File: src/rtl/input_port_pkg.sv
/*
 * Constants, encodings, bus carriers and shared helpers of the four-pin
 * edge-interrupt input port.
 * Assumes an APB master with 32-bit data and byte strobes. Each register
 * index sits at byte address four times the index.
 */
// Functional notes
// - Pin-level register returns the live level of pins 3..0, read-only, 1 means high.
// - Input-mode pairs decode: 00 hi-Z, 01 pull-down, 10 pull-up, 11 hi-Z.
// - Both input-mode registers clear at reset, so every pin starts hi-Z.
// - Input-mode registers also reachable together as one 16-bit word, low byte low.
// - Edge-mode pairs: 00 off, 01 falling, 10 rising, 11 both; reset zero.
// - Per-pin select bit: 0 unsampled edge detect, 1 sampled on 16 kHz tap.
// - In stop mode the sample clock halts, so no sampling happens at all.
// - A selected edge raises that pin's own separate interrupt request.
// - Requests are masked outside, in the separate interrupt controller.
// - Sampled rising mode: sample on slow clock falling edge, two highs qualify.
// - Sampled request follows the system clock edge after the second qualifying sample.
// - Pin 0,1 feed the PWM event inputs, pins 2,3 the UART receive inputs.
package input_port_pkg;

    localparam int          ADDR_W         = 18;
    localparam int          DATA_W         = 32;
    localparam int          NPINS          = 4;

    // Register indices; byte address is four times the index
    localparam logic [15:0] IDX_EDGE_LOW   = 16'hF020;
    localparam logic [15:0] IDX_EDGE_HIGH  = 16'hF021;
    localparam logic [15:0] IDX_SAMPLE_SEL = 16'hF022;
    localparam logic [15:0] IDX_PIN_LEVEL  = 16'hF204;
    localparam logic [15:0] IDX_MODE_LOW   = 16'hF206;
    localparam logic [15:0] IDX_MODE_HIGH  = 16'hF207;
    localparam logic [15:0] IDX_MODE_WORD  = 16'hF300;

    // Field layout: pin n sits at bit n of each byte register
    localparam int          FIELD_LSB      = 0;
    localparam int          WORD_HIGH_LSB  = 8;
    localparam logic [3:0]  RST_CTRL       = 4'h0;

    // Per-pin pair encodings {bit1, bit0}
    localparam logic [1:0]  EDGE_NONE      = 2'h0;
    localparam logic [1:0]  EDGE_FALL      = 2'h1;
    localparam logic [1:0]  EDGE_RISE      = 2'h2;
    localparam logic [1:0]  EDGE_BOTH      = 2'h3;
    localparam logic [1:0]  PULL_DOWN      = 2'h1;
    localparam logic [1:0]  PULL_UP        = 2'h2;

    typedef enum logic [1:0] {
        ST_IDLE  = 2'b01,
        ST_REPLY = 2'b10
    } apb_state_t;

    typedef struct packed {
        logic              psel;
        logic              penable;
        logic              pwrite;
        logic [ADDR_W-1:0] paddr;
        logic [DATA_W-1:0] pwdata;
        logic [3:0]        pstrb;
    } apb_req_t;

    typedef struct packed {
        logic [DATA_W-1:0] prdata;
        logic              pready;
        logic              pslverr;
    } apb_rsp_t;

    // Returns {pull_up, pull_down}; both codes 00 and 11 leave the pin floating
    function automatic logic [1:0] pull_decode(input logic [1:0] sel);
        pull_decode = {sel == PULL_UP, sel == PULL_DOWN};
    endfunction

    // Byte-lane write of a 4-bit field; upper bits of the lane are dropped
    function automatic logic [3:0] lane_merge(input logic [3:0] old,
                                              input logic [7:0] lane,
                                              input logic       en);
        lane_merge = en ? lane[3:0] : old;
    endfunction

endpackage

File: src/rtl/input_port_edge_interrupt.sv
/*
 * Four-pin input port with pull selection, pin-level readback and
 * per-pin edge interrupt requests, as an APB slave.
 * Assumes pins and the slow sample clock are asynchronous to pclk, and
 * stop_mode comes from power control logic on pclk. Masking and priority
 * of the requests live in the interrupt controller outside.
 */
// Added by the designer: the APB interface to the registers.
`timescale 1ns/1ps
module input_port_edge_interrupt #(
    parameter int NPINS = input_port_pkg::NPINS     // Number of port pins
) (
    input  wire logic                     pclk,             // System clock, 100 MHz
    input  wire logic                     presetn,          // Async reset, active low
    input  wire logic                     ce,               // Clock enable, freezes all
    input  wire input_port_pkg::apb_req_t apb_req,          // APB request group
    output input_port_pkg::apb_rsp_t      apb_rsp,          // APB answer group
    input  wire logic [NPINS-1:0]         input_pins,       // Port pins, asynchronous
    input  wire logic                     slow_sample_clock,// 16 kHz time-base tap
    input  wire logic                     stop_mode,        // Chip in stop mode
    output logic [NPINS-1:0]              pin_irq,          // Per-pin request pulses
    output logic [NPINS-1:0]              pull_up_en,       // Pull-up resistor enables
    output logic [NPINS-1:0]              pull_down_en,     // Pull-down resistor enables
    output logic                          pwm_event_a,      // Pin 0 to PWM event
    output logic                          pwm_event_b,      // Pin 1 to PWM event
    output logic                          uart_a_receive,   // Pin 2 to UART receive
    output logic                          uart_b_receive    // Pin 3 to UART receive
);

    // Synchronisers and sample tick
    logic [NPINS-1:0]         pin_meta;
    logic [NPINS-1:0]         pin_level_bits;
    logic                     slow_meta;
    logic                     slow_sync;
    logic                     slow_prev;
    logic                     sample_tick;
    logic                     slow_fall;

    // Software-visible control
    logic [3:0]               edge_mode_low_bits;
    logic [3:0]               edge_mode_high_bits;
    logic [3:0]               edge_sampling_select;
    logic [3:0]               input_mode_low_bits;
    logic [3:0]               input_mode_high_bits;

    // Bus slave
    input_port_pkg::apb_state_t state;
    input_port_pkg::apb_state_t next_state;
    logic [15:0]              reg_index;
    logic                     access;
    logic                     commit_write;
    logic [31:0]              read_value;
    logic                     read_hit;
    logic [NPINS-1:0]         edge_irq;
    logic                     wr_edge_low;
    logic                     wr_edge_high;
    logic                     wr_sample_sel;
    logic                     wr_mode_low;
    logic                     wr_mode_high;
    logic                     wr_mode_word;
    logic [31:0]              next_prdata;
    logic                     next_pready;
    logic                     next_pslverr;
    logic [NPINS-1:0]         next_pull_up;
    logic [NPINS-1:0]         next_pull_down;

    assign reg_index = apb_req.paddr[17:2];
    assign access    = apb_req.psel & apb_req.penable;

    // Two flops before any logic reads the pins
    always_ff @(posedge pclk or negedge presetn) begin
        if (!presetn) begin
            pin_meta       <= '0;
            pin_level_bits <= '0;
        end else if (ce) begin
            pin_meta       <= input_pins;
            pin_level_bits <= pin_meta;
        end
    end

    // Slow clock is a level from another domain; its falling edge is the tick
    always_ff @(posedge pclk or negedge presetn) begin
        if (!presetn) begin
            slow_meta <= 1'b0;
            slow_sync <= 1'b0;
            slow_prev <= 1'b0;
        end else if (ce) begin
            slow_meta <= slow_sample_clock;
            slow_sync <= slow_meta;
            slow_prev <= slow_sync;
        end
    end

    assign slow_fall   = slow_prev & ~slow_sync;
    assign sample_tick = slow_fall & ~stop_mode;

    // APB state: answer one cycle into the access phase
    always_comb begin
        next_state = state;
        case (state)
            input_port_pkg::ST_IDLE: begin
                if (access) begin
                    next_state = input_port_pkg::ST_REPLY;
                end
            end
            input_port_pkg::ST_REPLY: begin
                next_state = input_port_pkg::ST_IDLE;
            end
            default: begin
                next_state = input_port_pkg::ST_IDLE;
            end
        endcase
    end

    always_ff @(posedge pclk or negedge presetn) begin
        if (!presetn) begin
            state <= input_port_pkg::ST_IDLE;
        end else if (ce) begin
            state <= next_state;
        end
    end

    // The write lands at the edge where the master sees pready high
    assign commit_write = access & apb_req.pwrite & apb_rsp.pready;

    // One strobe per register keeps the update blocks free of decode
    assign wr_edge_low   = commit_write & (reg_index == input_port_pkg::IDX_EDGE_LOW);
    assign wr_edge_high  = commit_write & (reg_index == input_port_pkg::IDX_EDGE_HIGH);
    assign wr_sample_sel = commit_write & (reg_index == input_port_pkg::IDX_SAMPLE_SEL);
    assign wr_mode_low   = commit_write & (reg_index == input_port_pkg::IDX_MODE_LOW);
    assign wr_mode_high  = commit_write & (reg_index == input_port_pkg::IDX_MODE_HIGH);
    assign wr_mode_word  = commit_write & (reg_index == input_port_pkg::IDX_MODE_WORD);

    // Read mux; unused upper bits stay zero
    always_comb begin
        read_value = 32'h0000_0000;
        read_hit   = 1'b1;
        case (reg_index)
            input_port_pkg::IDX_EDGE_LOW: begin
                read_value[3:0] = edge_mode_low_bits;
            end
            input_port_pkg::IDX_EDGE_HIGH: begin
                read_value[3:0] = edge_mode_high_bits;
            end
            input_port_pkg::IDX_SAMPLE_SEL: begin
                read_value[3:0] = edge_sampling_select;
            end
            input_port_pkg::IDX_PIN_LEVEL: begin
                read_value[3:0] = pin_level_bits[3:0];
            end
            input_port_pkg::IDX_MODE_LOW: begin
                read_value[3:0] = input_mode_low_bits;
            end
            input_port_pkg::IDX_MODE_HIGH: begin
                read_value[3:0] = input_mode_high_bits;
            end
            input_port_pkg::IDX_MODE_WORD: begin
                // both mode bytes as a word
                read_value[3:0]   = input_mode_low_bits;
                read_value[11:8]  = input_mode_high_bits;
            end
            default: begin
                read_hit = 1'b0;
            end
        endcase
    end

    // Answer group registered; data captured as pready rises
    always_comb begin
        next_prdata  = 32'h0000_0000;
        next_pready  = 1'b0;
        next_pslverr = 1'b0;
        if (state == input_port_pkg::ST_IDLE && access) begin
            next_prdata  = apb_req.pwrite ? 32'h0000_0000 : read_value;
            next_pready  = 1'b1;
            // Writes to the read-only level register are dropped quietly
            next_pslverr = ~read_hit;
        end
    end

    always_ff @(posedge pclk or negedge presetn) begin
        if (!presetn) begin
            apb_rsp.prdata  <= 32'h0000_0000;
            apb_rsp.pready  <= 1'b0;
            apb_rsp.pslverr <= 1'b0;
        end else if (ce) begin
            apb_rsp.prdata  <= next_prdata;
            apb_rsp.pready  <= next_pready;
            apb_rsp.pslverr <= next_pslverr;
        end
    end

    always_ff @(posedge pclk or negedge presetn) begin
        if (!presetn) begin
            edge_mode_low_bits  <= input_port_pkg::RST_CTRL;
            edge_mode_high_bits <= input_port_pkg::RST_CTRL;
        end else if (ce) begin
            if (wr_edge_low) begin
                edge_mode_low_bits <= input_port_pkg::lane_merge(
                    edge_mode_low_bits, apb_req.pwdata[7:0], apb_req.pstrb[0]);
            end
            if (wr_edge_high) begin
                edge_mode_high_bits <= input_port_pkg::lane_merge(
                    edge_mode_high_bits, apb_req.pwdata[7:0], apb_req.pstrb[0]);
            end
        end
    end

    always_ff @(posedge pclk or negedge presetn) begin
        if (!presetn) begin
            edge_sampling_select <= input_port_pkg::RST_CTRL;
        end else if (ce) begin
            if (wr_sample_sel) begin
                edge_sampling_select <= input_port_pkg::lane_merge(
                    edge_sampling_select, apb_req.pwdata[7:0], apb_req.pstrb[0]);
            end
        end
    end

    always_ff @(posedge pclk or negedge presetn) begin
        if (!presetn) begin
            input_mode_low_bits  <= input_port_pkg::RST_CTRL;
            input_mode_high_bits <= input_port_pkg::RST_CTRL;
        end else if (ce) begin
            if (wr_mode_low || wr_mode_word) begin
                input_mode_low_bits  <= input_port_pkg::lane_merge(
                    input_mode_low_bits, apb_req.pwdata[7:0], apb_req.pstrb[0]);
            end
            if (wr_mode_high) begin
                input_mode_high_bits <= input_port_pkg::lane_merge(
                    input_mode_high_bits, apb_req.pwdata[7:0], apb_req.pstrb[0]);
            end
            // Word access puts the high byte on the second lane
            if (wr_mode_word) begin
                input_mode_high_bits <= input_port_pkg::lane_merge(
                    input_mode_high_bits, apb_req.pwdata[15:8], apb_req.pstrb[1]);
            end
        end
    end

    always_comb begin
        next_pull_up   = '0;
        next_pull_down = '0;
        for (int n = 0; n < NPINS; n++) begin
            {next_pull_up[n], next_pull_down[n]} = input_port_pkg::pull_decode(
                {input_mode_high_bits[n], input_mode_low_bits[n]});
        end
    end

    // Registered so the pad controls never see decode glitches
    always_ff @(posedge pclk or negedge presetn) begin
        if (!presetn) begin
            pull_up_en   <= '0;
            pull_down_en <= '0;
        end else if (ce) begin
            pull_up_en   <= next_pull_up;
            pull_down_en <= next_pull_down;
        end
    end

    // One detector per pin
    for (genvar g = 0; g < NPINS; g++) begin : g_pin
        edge_detect_unit u_edge (
            .pclk          (pclk),
            .presetn       (presetn),
            .ce            (ce),
            .level         (pin_level_bits[g]),
            .sample_tick   (sample_tick),
            .edge_mode     ({edge_mode_high_bits[g], edge_mode_low_bits[g]}),
            .sample_enable (edge_sampling_select[g]),
            .irq           (edge_irq[g])
        );
    end

    // request one edge after qualifying sample
    always_ff @(posedge pclk or negedge presetn) begin
        if (!presetn) begin
            pin_irq <= '0;
        end else if (ce) begin
            pin_irq <= edge_irq;
        end
    end

    always_ff @(posedge pclk or negedge presetn) begin
        if (!presetn) begin
            pwm_event_a    <= 1'b0;
            pwm_event_b    <= 1'b0;
            uart_a_receive <= 1'b0;
            uart_b_receive <= 1'b0;
        end else if (ce) begin
            pwm_event_a    <= pin_level_bits[0];
            pwm_event_b    <= pin_level_bits[1];
            uart_a_receive <= pin_level_bits[2];
            uart_b_receive <= pin_level_bits[3];
        end
    end

endmodule // input_port_edge_interrupt

File: src/rtl/edge_detect_unit.sv
/*
 * Edge detector of one input pin, unsampled and sampled paths.
 * Assumes level is already synchronised to pclk and sample_tick is a
 * one-cycle pulse on each falling edge of the slow sample clock.
 */
`timescale 1ns/1ps
module edge_detect_unit (
    input  wire logic       pclk,          // System clock
    input  wire logic       presetn,       // Async reset, active low
    input  wire logic       ce,            // Clock enable
    input  wire logic       level,         // Synchronised pin level
    input  wire logic       sample_tick,   // Slow clock falling edge pulse
    input  wire logic [1:0] edge_mode,     // Edge selection pair
    input  wire logic       sample_enable, // 1 selects sampled detection
    output logic            irq            // One-cycle request pulse
);
    logic prev;
    logic prev_valid;
    logic last_sample;
    logic have_sample;
    logic qual;
    logic qual_valid;
    logic u_rise;
    logic u_fall;
    logic s_rise;
    logic s_fall;
    logic rise;
    logic fall;

    // Unsampled path; first cycle after reset only primes the history
    always_ff @(posedge pclk or negedge presetn) begin
        if (!presetn) begin
            prev       <= 1'b0;
            prev_valid <= 1'b0;
        end else if (ce) begin
            prev       <= level;
            prev_valid <= 1'b1;
        end
    end

    assign u_rise = prev_valid & level & ~prev;
    assign u_fall = prev_valid & ~level & prev;

    // Sampled path: qualified level moves only on two equal samples
    always_ff @(posedge pclk or negedge presetn) begin
        if (!presetn) begin
            last_sample <= 1'b0;
            have_sample <= 1'b0;
            qual        <= 1'b0;
            qual_valid  <= 1'b0;
        end else if (ce && sample_tick) begin
            last_sample <= level;
            have_sample <= 1'b1;
            if (have_sample && level == last_sample) begin
                qual       <= level;
                qual_valid <= 1'b1;
            end
        end
    end

    assign s_rise = sample_tick & have_sample & qual_valid & level & last_sample & ~qual;
    assign s_fall = sample_tick & have_sample & qual_valid & ~level & ~last_sample & qual;

    assign rise = sample_enable ? s_rise : u_rise;
    assign fall = sample_enable ? s_fall : u_fall;

    always_ff @(posedge pclk or negedge presetn) begin
        if (!presetn) begin
            irq <= 1'b0;
        end else if (ce) begin
            case (edge_mode)
                input_port_pkg::EDGE_FALL: irq <= fall;
                input_port_pkg::EDGE_RISE: irq <= rise;
                input_port_pkg::EDGE_BOTH: irq <= rise | fall;
                default:                   irq <= 1'b0;
            endcase
        end
    end

endmodule // edge_detect_unit

File: config.mk
export PLATFORM = sky130hd
export DESIGN_NAME = input_port_edge_interrupt
export DESIGN_NICKNAME = d
export VERILOG_FILES = /design/src/rtl/input_port_pkg.sv /design/src/rtl/input_port_edge_interrupt.sv /design/src/rtl/edge_detect_unit.sv
export SDC_FILE = /design/constraint.sdc
export NUM_CORES = 1
export LEC_CHECK = 0
export ABC_AREA = 1
export BUFFER_PORTS_ARGS = -buffer_cell sky130_fd_sc_hd__buf_2
export CAP_MARGIN = 20
export CORE_AREA = 2 2 100 102
export DETAILED_ROUTE_END_ITERATION = 7
export DIE_AREA = 0 0 102 104
export PLACE_DENSITY = 0.81
export SYNTH_ARGS = -nofsm -noshare
export SYNTH_HDL_FRONTEND = slang
export SYNTH_HIERARCHICAL = 1
export SYNTH_SLANG_ARGS = --single-unit
File: constraint.sdc
create_clock -name pclk -period 1.69 [get_ports pclk]
set_clock_uncertainty 0.2 [all_clocks]
set_input_delay 0.0845 -clock pclk [delete_from_list [all_inputs] [get_ports pclk]]
set_output_delay 0.0845 -clock pclk [all_outputs]
set_load 0.02 [all_outputs]
==> After elaboration in Yosys (flattened, before gate mapping) <==
Index checks and enable logic that the tools add are counted.
{ "word_totals": {"output_inout_bits": 50, "elab_cells": 198, "reg_bits": 101} }
{ "classes": {"n_mux": 25, "reduce_logical": 21, "eq_ne": 34, "bitwise_logic": 79} }
{ "op_table": {"columns": ["operator", "count"], "rows": [
  ["16-bit == test, second input constant", 7],
  ["1-bit AND", 56],
  ["2-bit == test, second input constant", 12],
  ["12-bit 2-to-1 mux", 2],
  ["4-bit case mux with 6 select lines", 1],
  ["4-bit 2-to-1 mux", 5],
  ["1-bit inverter", 19],
  ["2-bit by 1-bit == test with 1-bit output, second input constant", 9],
  ["1-bit case mux with 3 select lines", 4],
  ["3-bit AND reduction", 4],
  ["1-bit 2-to-1 mux", 11],
  ["2-bit AND reduction", 5],
  ["7-bit OR reduction", 1],
  ["1-bit logical AND", 6],
  ["1-bit == test", 4],
  ["2-bit 2-to-1 mux", 2],
  ["2-bit != test, second input constant", 2],
  ["1-bit OR", 4],
  ["4-bit AND reduction", 1],
  ["2-bit nonzero test", 2],
  ["2-bit OR reduction", 1],
  ["1-bit logical OR", 1]
]} }

==> Depth between registers and ports, before layout <==
Gate-level depths: netlist of run 1.
{ "logic_depth": {"word_depth": 11, "ltp_mapped": 12, "depth_no_buf": 12} }

==> Cells and area by module <==
The synthesis of run 1 kept the hierarchy.
{ "modules_own_cells": {"columns": ["mod", "cells_each", "area_each_um2", "seq_area_each_um2", "n_inst"], "rows": [
  ["input_port_edge_interrupt", 381, 3108.0, 1477.7, 1],
  ["edge_detect_unit", 46, 346.6, 175.2, 4]
]} }

==> Worst setup path before layout of run 1 <==
No wires, ideal clock.
{ "synth_path": {"kind": "register to register", "start": "reg slow_sync", "end": "reg g_pin[0].u_edge.irq", "stages_incl_launch_ff": 10, "required_time_ns": 1.425, "path_buffers": 0, "arrival_ns": 1.581, "slack_ns": -0.155, "cell_sequence": "dfrtp_1 > nor3_1 > nand2_1 > nor2_1 > nand2_1 > nand2_1 > nand2_1 > nand2_1 > nand2_1 > nand2_1"} }
{ "synth_between": {"elab_chain_len": 11, "elab_cells_between_ends": 15} }
{ "synth_rtl": {"columns": ["element", "line_no", "text"], "rows": [
  ["from (decl)", "input_port_edge_interrupt.sv:34", "logic slow_sync;"],
  ["from (signal assigned)", "input_port_edge_interrupt.sv:89", "slow_sync <= slow_meta;"],
  ["1-bit inverter *", "input_port_edge_interrupt.sv:94", "assign slow_fall = slow_prev & ~slow_sync;"],
  ["1-bit AND *", "input_port_edge_interrupt.sv:94", null],
  ["1-bit AND *", "input_port_edge_interrupt.sv:95", "assign sample_tick = slow_fall & ~stop_mode;"],
  ["named net sample_tick", "input_port_edge_interrupt.sv:36", "logic sample_tick;"],
  ["1-bit AND * (2 in a row)", "edge_detect_unit.sv:61, edge_detect_unit.sv:62", null],
  ["1-bit AND, on equally long branches (3 in a row)", "edge_detect_unit.sv:61, edge_detect_unit.sv:62", null],
  ["1-bit 2-to-1 mux, on equally long branches", "edge_detect_unit.sv:64, edge_detect_unit.sv:65", null],
  ["1-bit OR", "edge_detect_unit.sv:74", "input_port_pkg::EDGE_BOTH: irq <= rise | fall;"],
  ["1-bit case mux with 3 select lines *", "edge_detect_unit.sv:71", "case (edge_mode)"],
  ["to (signal assigned)", "edge_detect_unit.sv:72", "input_port_pkg::EDGE_FALL: irq <= fall;"],
  ["to (signal assigned)", "edge_detect_unit.sv:73", "input_port_pkg::EDGE_RISE: irq <= rise;"],
  ["to (signal assigned)", "edge_detect_unit.sv:74", null],
  ["to (decl)", "edge_detect_unit.sv:15", "output logic irq"]
]} }
The timed path passes the listed nets; every way through them passes the cells marked *.
A chain may end at the register's enable or synchronous reset.

==> Final worst setup path of run 1 <==
{ "layout_path": {"start": "reg slow_sync", "end": "reg g_pin[3].u_edge.irq"} }
{ "layout_between": {"elab_chain_len": 11, "elab_cells_between_ends": 15} }
{ "layout_rtl": {"columns": ["element", "line_no"], "rows": [
  ["1-bit inverter *", "input_port_edge_interrupt.sv:94"],
  ["1-bit AND *", "input_port_edge_interrupt.sv:94"],
  ["1-bit AND *", "input_port_edge_interrupt.sv:95"],
  ["named net sample_tick", "input_port_edge_interrupt.sv:36"],
  ["1-bit AND *", null],
  ["1-bit AND *", "edge_detect_unit.sv:61, edge_detect_unit.sv:62"],
  ["1-bit AND, on equally long branches (3 in a row)", "edge_detect_unit.sv:61, edge_detect_unit.sv:62"],
  ["1-bit 2-to-1 mux, on equally long branches", "edge_detect_unit.sv:64, edge_detect_unit.sv:65"],
  ["1-bit OR", "edge_detect_unit.sv:74"],
  ["1-bit case mux with 3 select lines *", "edge_detect_unit.sv:71"],
  ["to (signal assigned)", "edge_detect_unit.sv:72"],
  ["to (signal assigned)", "edge_detect_unit.sv:73"],
  ["to (signal assigned)", "edge_detect_unit.sv:74"],
  ["to (decl)", "edge_detect_unit.sv:15"]
]} }
Marked as above.

==> metrics.txt, run 1 <==
outcome=finished, violations left; failing checks=negative hold slack; fraction of layout cells with a size suffix above 1=a little over a fifth; register area share after synthesis=48.47%; Tot Pwr=0.004860 W; fin. max-slew vios=0; ant diodes=0; aggregate global routing overflow=0; antenna violations before repair=0; critical path's slowest cell=dfrtp_1; Max Cap Violations=0; Reg power frac=49.2%; Req. time, crit path=between 1.5 and 2 ns; Boundary Pins=116; share of the synthesized area in the top cell type=47.88%; area grow syn2layout=21.41%; DPL Wire Length=7275 um; Initial Utilization=47.06%; CTS Sinks=87; Hold WC Path Type=input port to flip-flop; DRC viols=0; Hold Path Stages=5; die width=just over 100 um; YS warnings=6; syn_area_per_cell=7.955 um^2; largest net degree at the start of global routing=42; Comb pwr share=between 10% and 20%; DR iter-0 viols=277; Cell Chain, Critical Path=nor3_2 > buf_6 > nand2_1 > nor2_2 > nand2_1 > nand2_1 > nand2_1 > nand2_1 > nand2_1 > nand2_1; gr usage total=20.06%; CP Depth=10; clk_lat worst skew=0.36 ns; Startpoint Class=flip-flop; routed vias=roughly 3900; Pleak=approximately 2.8 nW; Rows=36; count of cell types in the netlist=31; leading area contributor after synthesis=dfrtp_1; Sw Ratio=a little over a quarter; DR vias/cell=4.868; cell count after placement=between 700 and 800; # setup viols final=0; crit path DAT=1.73 ns; Setup Total Neg Slack=0 ns; cell repeated most along the worst path=nand2_1; DRT Pass-1 Iters=4; Most flops, register=apb_rsp; Hold WS=-0.02400 ns; RSZ-0062 raised after global routing=true; vias in the first global route=roughly 3800; Area contributors post-synth=dfrtp_1 48%, nand2_1 18%, inv_1 5.1%; I/O Buffers=63; Final ANT Viol Nets=0; drt total wl=10100 um; Final Wtd Congestion=0.8957; WL per Instance=12.67 um; switching pwr=about 0.0013 W; max reg flops=10; Die Ht=104 um; clock power share=36.7%; CP Class=flip-flop to flip-flop; most frequent cells in the layout=208 x nand2_1, 86 x dfrtp_1, 62 x buf_2; first-pass GRT wire length=16950 um; register area=2178 um^2; fin crit share=95.44%; final setup margin=slightly below 0.08 ns; Clock H-tree levels=3; P_int=0.003546 W; Synth Instances=between 500 and 600; crit path time final=about 1.6 ns; CP bufs+invs=1; clock transition at the registers of the reported paths=0.09 ns; commonest non-fill, non-tap cell in the layout=nand2_1; CTS Buf Count=9; pwr dens=between 800 and 900 nW/um^2; Crit path largest cell delay=0.42 ns; nets@finish=725; Crit path max-delay family=simple AND/OR/NAND/NOR gates; synthesized area=4494 um^2; Setup crit end kind=flip-flop; dpl ws=0.06332 ns; CTS Root Cell=clkbuf_8; #FFs+latches synth=87; CTS tree=done; Worst Reg-to-Reg Cells=10; Filler cells=between 800 and 900; final non-filler cell total=between 700 and 800; core area=9549 um^2; CP max FO=11; final hold vios=2; f_max=between 600 and 700 MHz; Bufs on Longest Clock Path=2; area of the multi-input gates=1973 um^2; peak supply drop=0.0004800 V; die area=10610 um^2
cell usage after synthesis, drive strengths merged:
cell	instances
nor3b	1
nand4	14
nand3	36
a21oi	5
nand2	227
dfstp	1
nor3	1
or2	8
o21a	1
inv	61
o22ai	4
buf	28
o21ai	41
clkbuf	5
dfrtp	86
nor2	41
conb	1
o31ai	4
layout make-up:
| class | count | share of cell area (%) |
|---|---|---|
| Clock inverter | 6 | 2.110 |
| Sequential cell | 87 | 39.92 |
| Tap cell | 133 | 3.050 |
| Multi-Input combinational cell | 407 | 36.16 |
| Timing Repair Buffer | 93 | 12.04 |
| Clock buffer | 10 | 2.522 |
| Inverter | 61 | 4.196 |
logic make-up after synthesis:
group	count (synthesis)	synth area share [%]
flip-flops	87	48.47
AO/OA/AOI/OAI	55	7.016
other	1	0.08344
AND/OR/NAND/NOR	328	34.30
buffers and inverters	94	10.13
path summary, 6_finish.rpt:
| path | endpoint | slack (ns) | from |
|---|---|---|---|
| min in group asynchronous | g_pin[0].u_edge/qual | 0.02 | presetn |
| max in group asynchronous | slow_prev | 0.73 | presetn |
| min reg2reg | pin_irq[3] | 0.27 | pin_irq[3] |
| min | state[1] | -0.02 | apb_req[55] |
| max reg2reg | g_pin[3].u_edge/irq | 0.08 | slow_sync |
| max | g_pin[3].u_edge/irq | 0.08 | slow_sync |
per-stage QoR:
step	cell area, um^2	util, %
6_report	5456	57.14
5_1_grt	5456	57.14
4_1_cts	5424	56.80
3_5_place_dp	4981	52.16
3_3_place_gp	4981	52.16
2_1_floorplan	4586	-
what timing repair did:
item | 4_1_cts | 5_1_grt
gates resized for setup | 0 | 12
setup endpoints to repair | 0 | 9
hold endpoints to repair | 127 | 0
hold buffers | 19 | 0
setup buffers | 0 | 1
per-layer routing:
metal / part of all wire, % / GRT usage, % / vias up
met5: 0 / 0 / -
met4: 1.1 / 5.048 / 0
met3: 6.2 / 5.578 / 14
met2: 49 / 33.60 / 126
met1: 44 / 25.54 / 1822
li1: - / - / 1918
tightest hold or removal path, delay by kind of cell:
family | cells | cell delay [ns]
buf+inv | 1 | 0.09
simple gates | 4 | 0.33
power by group through the flow:
stage | sequential (W) | combinational, W | clock, W
after floorplan | 0.00241 | 0.000433 | 0
after global placement | 0.00242 | 0.000600 | 0
after detailed placement | 0.00243 | 0.000632 | 0
after CTS | 0.00239 | 0.000663 | 0.00182
after global routing | 0.00241 | 0.000775 | 0.00190
final | 0.00239 | 0.000683 | 0.00178
(Power assumes the default switching activity.)
==> run 2, diff against run 1 <==
- CORE_AREA: 2 2 100 102 -> 2 2 95 97
- DIE_AREA: 0 0 102 104 -> 0 0 97 99
- PLACE_DENSITY: 0.81 -> 0.85
- clock period: 1.69 -> 1.8 ns (I/O delays scaled with it)
==> run 2 against run 1 <==
Effect of this change:
- the flow still finishes with violations (negative hold slack)
- worst setup slack better by 0.042 ns
- wire length down 0.74%
- cell count down 3.9%
- cell area down 3.0%
==> metrics.txt, run 2 (synthesis gave the netlist of run 1 again) <==
r2r startpoint=state[0]; # setup viols final=0 (unchanged); Tot Pwr=0.004305 W (-11%); P_int=0.003075 W (-13%); CTS Root Cell=clkbuf_8; flop2flop setup slack=0.12 ns (+0.04 ns); Pleak=2.784 nW (-2.0%); Hold WS=-0.005277 ns (+0.01872 ns); switching pwr=0.001229 W (-6.5%); Initial Utilization=52.56% (+5.5 points); WL per Instance=13.09 um (+3.3%); gr usage total=21.89% (+1.8 points); clock transition at the registers of the reported paths=0.09 ns (about the same); Final ANT Viol Nets=0 (unchanged); Most flops, register=apb_rsp; Sw Ratio=28.56% (+1.5 points); commonest non-fill, non-tap cell in the layout=nand2_1; fin. max-slew vios=0 (unchanged); outcome=finished, violations left; pwr dens=813.5 nW/um^2 (-8.7%); Crit path max-delay family=simple AND/OR/NAND/NOR gates; RSZ-0062 raised after global routing=false; fraction of layout cells with a size suffix above 1=20.06% (-1.8 points); DRT Pass-1 Iters=5 (+1); area grow syn2layout=17.73%; DR vias/cell=5.114 (+5.0%); first-pass GRT wire length=17200 um (+1.5%); Cell Chain, Critical Path=nor3b_2 > nand2_1 > nor2_4 > nand3_1 > o21ai_0; Clock H-tree levels=3 (unchanged); Bufs on Longest Clock Path=2 (unchanged); CTS Hold Bufs=18 (-1); Boundary Pins=116 (unchanged); Hold WC Path Type=input port to flip-flop; Die Ht=99 um (-4.8%); clock power share=33.6% (-3.1 points); CP max FO=5 (-6); I/O Buffers=63 (unchanged); CTS tree=done; crit path time final=1.681 ns (+0.06844 ns); core area=8551 um^2 (-10%); largest net degree at the start of global routing=50 (+19%); DPL Wire Length=7082 um (-2.7%); vias in the first global route=3813 (+0.052%); failing checks=negative hold slack; CP bufs+invs=0 (-1); routed vias=3917 (+0.95%); Rows=34 (-5.6%); DR iter-0 viols=304 (+9.7%); clk_lat worst skew=0.37 ns (about the same); max reg flops=10 (unchanged); Startpoint Class=flip-flop; fin crit share=93.41% (-2.0 points); drt total wl=10030 um (-0.74%); ant diodes=0 (unchanged); most frequent cells in the layout=211 x nand2_1, 86 x dfrtp_1, 62 x buf_2; Setup Total Neg Slack=0 ns (unchanged); Final Wtd Congestion=0.8844 (-1.3%); Crit path largest cell delay=0.54 ns (+0.12 ns); Reg power frac=52.1% (+2.9 points); die area=9603 um^2 (-9.5%); Comb pwr share=14.3% (+0.3 points); peak supply drop=0.0004270 V (-11%); antenna violations before repair=0 (unchanged); Req. time, crit path=1.89 ns (+0.09 ns); aggregate global routing overflow=0 (unchanged); Max Cap Violations=0 (unchanged); critical path's slowest cell=dfstp_2; DRC viols=0 (unchanged); f_max=594.8 MHz (-4.1%); CP Class=flip-flop to flip-flop; crit path DAT=1.77 ns (+0.04 ns); hold_sp=apb_req[0]; post_cts resized=0 (unchanged); final hold vios=2 (unchanged); Post-CTS Setup Bufs=0 (unchanged); nets@finish=719 (-0.83%); CTS Buf Count=9 (unchanged); Setup crit end kind=flip-flop; CTS Sinks=87 (unchanged); die width=97 um (-4.9%); Crit. Startpoint=state[0]
## run 2: layer usage
layer	vias to the layer above	share of wire, %	routed length (um)	track usage, %
li1	1902	-	-	-
met1	1827	42	4241	28.16
met2	163	49	4946	38.46
met3	25	6.0	606	2.482
met4	0	2.3	231	7.909
met5	-	0	0	0
## run 2: path summary, 6_finish.rpt
path / end / cells after the start
max in group asynchronous: state[0] / 4
worst min-delay path: input_mode_high_bits[2] / 5
worst max register to register: apb_rsp[13] / 5
min in group asynchronous: g_pin[1].u_edge/last_sample / 3
worst min register to register: pin_irq[0] / 2
worst max-delay path: apb_rsp[13] / 5
## run 2: worst min-delay path: stages
cell and delay [ns]:
buf_2 0.08, inv_1 0.11, o21ai_4 0.11, nand3_1 0.08
nand2_1 0.05
## run 2: per-stage QoR
step / setup WS [ns] / hold slack (ns) / cells / util, % / cell area [um^2]
after floorplan: 0.2079 / -0.4056 / 588 / - / 4586
after global placement: 0.2057 / -0.1901 / 732 / 57.24 / 4895
after detailed placement: 0.1315 / -0.1851 / 732 / 57.24 / 4895
after CTS: 0.1125 / 0.001403 / 766 / 61.88 / 5291
after global routing: 0.009139 / 0.02742 / 766 / 61.88 / 5291
final: 0.1186 / -0.005277 / 766 / 61.88 / 5291
## run 2: area by class of cell
cell class	instances	area (um^2)
Clock buffer	11	151.4
Clock inverter	5	65.06
Fill cell	720	3259
Inverter	61	229.0
Multi-Input combinational cell	407	1952
Sequential cell	87	2178
Tap cell	108	135.1
Timing Repair Buffer	87	580.6
## run 2: power by group through the flow
stage	Sequential, W	Clock, W	Combinational, W
5_1_grt	0.00226	0.00156	0.000701
4_1_cts	0.00224	0.00146	0.000616
6_report	0.00224	0.00145	0.000617
3_5_place_dp	0.00228	0	0.000582
3_3_place_gp	0.00227	0	0.000554
2_1_floorplan	0.00227	0	0.000406
==> run 3, diff against run 2 <==
- CELL_PAD_IN_SITES_DETAIL_PLACEMENT: default -> 1
- CELL_PAD_IN_SITES_GLOBAL_PLACEMENT: default -> 2
- CORE_AREA: 2 2 95 97 -> 2 2 126 128
- DIE_AREA: 0 0 97 99 -> 0 0 128 130
- PLACE_DENSITY: 0.85 -> 0.84
==> run 3 against run 2 <==
Effect of this change:
- the flow still finishes with violations (negative hold slack)
- clock power is 48% higher
- die area up 73%
- combinational power grew 1%
- register-to-register slack improved by 0.02 ns
- cell count increased by 11%
- worst setup slack better by 0.016 ns
- global-route usage shrank 6.8 points
- utilization is 26 points lower
- maximum frequency rose by 0.98%
- critical path type is now input port to flip-flop
==> metrics.txt, run 3 (synthesis gave the netlist of run 1 again) <==
aggregate global routing overflow=0 (unchanged); outcome=finished, violations left; Area after DPL=5017 um^2 (+2.5%); final instance area=5542 um^2 (+4.7%); pwr dens=908.6 nW/um^2 (+12%); DRC viols=0 (unchanged); Setup crit end kind=flip-flop; Setup Total Neg Slack=0 ns (unchanged); most frequent cells in the layout=209 x nand2_1, 86 x dfrtp_1, 62 x buf_2; Hold WC Path Type=input port to asynchronous set/reset pin; DR iter-0 viols=145 (-52%); gr usage total=15.05% (-6.8 points); drt total wl=12010 um (+20%); CTS tree=done; crit path time final=1.665 ns (-0.01639 ns); CTS Root Cell=clkbuf_16; Tot Pwr=0.005035 W (+17%); Max Cap Violations=0 (unchanged); vias in the first global route=4019 (+5.4%); max reg flops=10 (unchanged); Hold WS=-0.01016 ns (-0.004880 ns); crit path DAT=1.74 ns (-0.03 ns); fraction of layout cells with a size suffix above 1=20.73% (+0.67 points); clock transition at the registers of the reported paths=0.06 ns (-0.03 ns); DR vias/cell=4.481 (-12%); Req. time, crit path=1.88 ns (about the same); Most flops, register=apb_rsp; first-pass GRT wire length=19670 um (+14%); peak supply drop=0.0005758 V (+35%); routed vias=3822 (-2.4%); Final ANT Viol Nets=0 (unchanged); Post-Route Utilization=35.93% (-26 points); RSZ-0062 raised after global routing=true; commonest non-fill, non-tap cell in the layout=nand2_1; core area=15420 um^2 (+80%); Startpoint Class=input port; I/O Buffers=63 (unchanged); failing checks=negative hold slack; Rows=46 (+35%); final hold vios=13 (+11); Bufs on Longest Clock Path=2 (unchanged); CTS Sinks=87 (unchanged); CP max FO=29 (+24); WL per Instance=14.08 um (+7.5%); nets@finish=722 (+0.42%); Pleak=2.856 nW (+2.6%); # setup viols final=0 (unchanged); antenna violations before repair=0 (unchanged); Filler cells=1937 (+170%); cell count after placement=820 (+12%); fin. max-slew vios=0 (unchanged); fin crit share=92.50% (-0.91 points); die width=128 um (+32%); Clock H-tree levels=3 (unchanged); Die Ht=130 um (+31%); final non-filler cell total=853 (+11%); clk_lat worst skew=0.35 ns (-0.02 ns); Final Wtd Congestion=0.8396 (-5.1%); Boundary Pins=116 (unchanged); DRT Pass-1 Iters=4 (-1); Initial Utilization=29.14% (-23 points); largest net degree at the start of global routing=49 (-2.0%); CP Class=input port to flip-flop; die area=16640 um^2 (+73%); f_max=600.6 MHz (+0.98%); ant diodes=0 (unchanged); area grow syn2layout=23.30%; CTS Buf Count=9 (unchanged); DPL Wire Length=9069 um (+28%)
==> run 3: cell count changes in the layout (fill, tap and decap cells not counted), moves of 2 or more <==
cell        delta
nand2_2        +2
clkinvlp_4     -2
bufinv_16      +2
clkbuf_1       +3
nand2_1        -2
clkbuf_16      +9
clkbuf_8      -10
nor2_2         +2
buf_4          +4
nor2_1         -2
==> run 3: final cells by class <==
| class | count | area, um^2 | area share, % |
|---|---|---|---|
| clock buffer | 13 | 250.2 | 4.516 |
| timing repair buffer | 90 | 591.8 | 10.68 |
| inverter | 61 | 229.0 | 4.132 |
| clock inverter | 3 | 90.09 | 1.626 |
| sequential | 87 | 2178 | 39.31 |
| tap | 192 | 240.2 | 4.335 |
| multi-input combinational | 407 | 1962 | 35.40 |
==> run 3: metrics by stage <==
| stage | setup WS [ns] | hold WS [ns] |
|---|---|---|
| final | 0.1350 | -0.01016 |
| after global routing | -0.01415 | 0.01373 |
| after CTS | 0.08176 | 0.006949 |
| after detailed placement | 0.1048 | -0.1839 |
| after global placement | 0.1706 | -0.1875 |
| after floorplan | 0.2079 | -0.4056 |
==> run 3: worst max-delay path, stage by stage <==
cell,delay [ns]
dlygate4sd3_1,0.52
buf_2,0.26
buf_4,0.35
nand3_1,0.12
nor2_1,0.13
nand4_1,0.15
nand2_1,0.10
==> run 3: repair_timing <==
| action | 4_1_cts | 5_1_grt |
|---|---|---|
| hold buffers | 17 | 0 |
| hold endpoints to repair | 120 | 0 |
| endpoints found under the setup margin | 0 | 16 |
| setup buffers | 0 | 0 |
| resized for setup | 0 | 5 |
==> run 3: per-layer routing <==
layer | part of all wire, % | global-route usage (%)
met5 | 0 | 0
met4 | 1.0 | 3.038
met3 | 3.3 | 4.100
met2 | 51 | 27.21
met1 | 44 | 18.07
==> run 3: worst paths after layout <==
check	end	depth (start not counted)	from	slack, ns
worst max-delay path	apb_rsp[0]	7	ce	0.14
worst min register to register	g_pin[0].u_edge/qual_valid	1	g_pin[0].u_edge/qual_valid	0.27
worst max register to register	apb_rsp[13]	5	state[0]	0.14
min in group pclk	state[1]	5	apb_req[55]	-0.01
max in group asynchronous	state[0]	3	presetn	0.77
worst min-delay path	g_pin[2].u_edge/qual_valid	2	presetn	-0.01
==> run 3: power by group <==
| group | internal, W | switching (W) | leakage [nW] |
|---|---|---|---|
| clock | 0.00140 | 0.000755 | 0.164 |
| combinational | 0.000225 | 0.000401 | 1.58 |
| sequential | 0.00213 | 0.000132 | 1.12 |
| total | 0.00375 | 0.00129 | 2.86 |
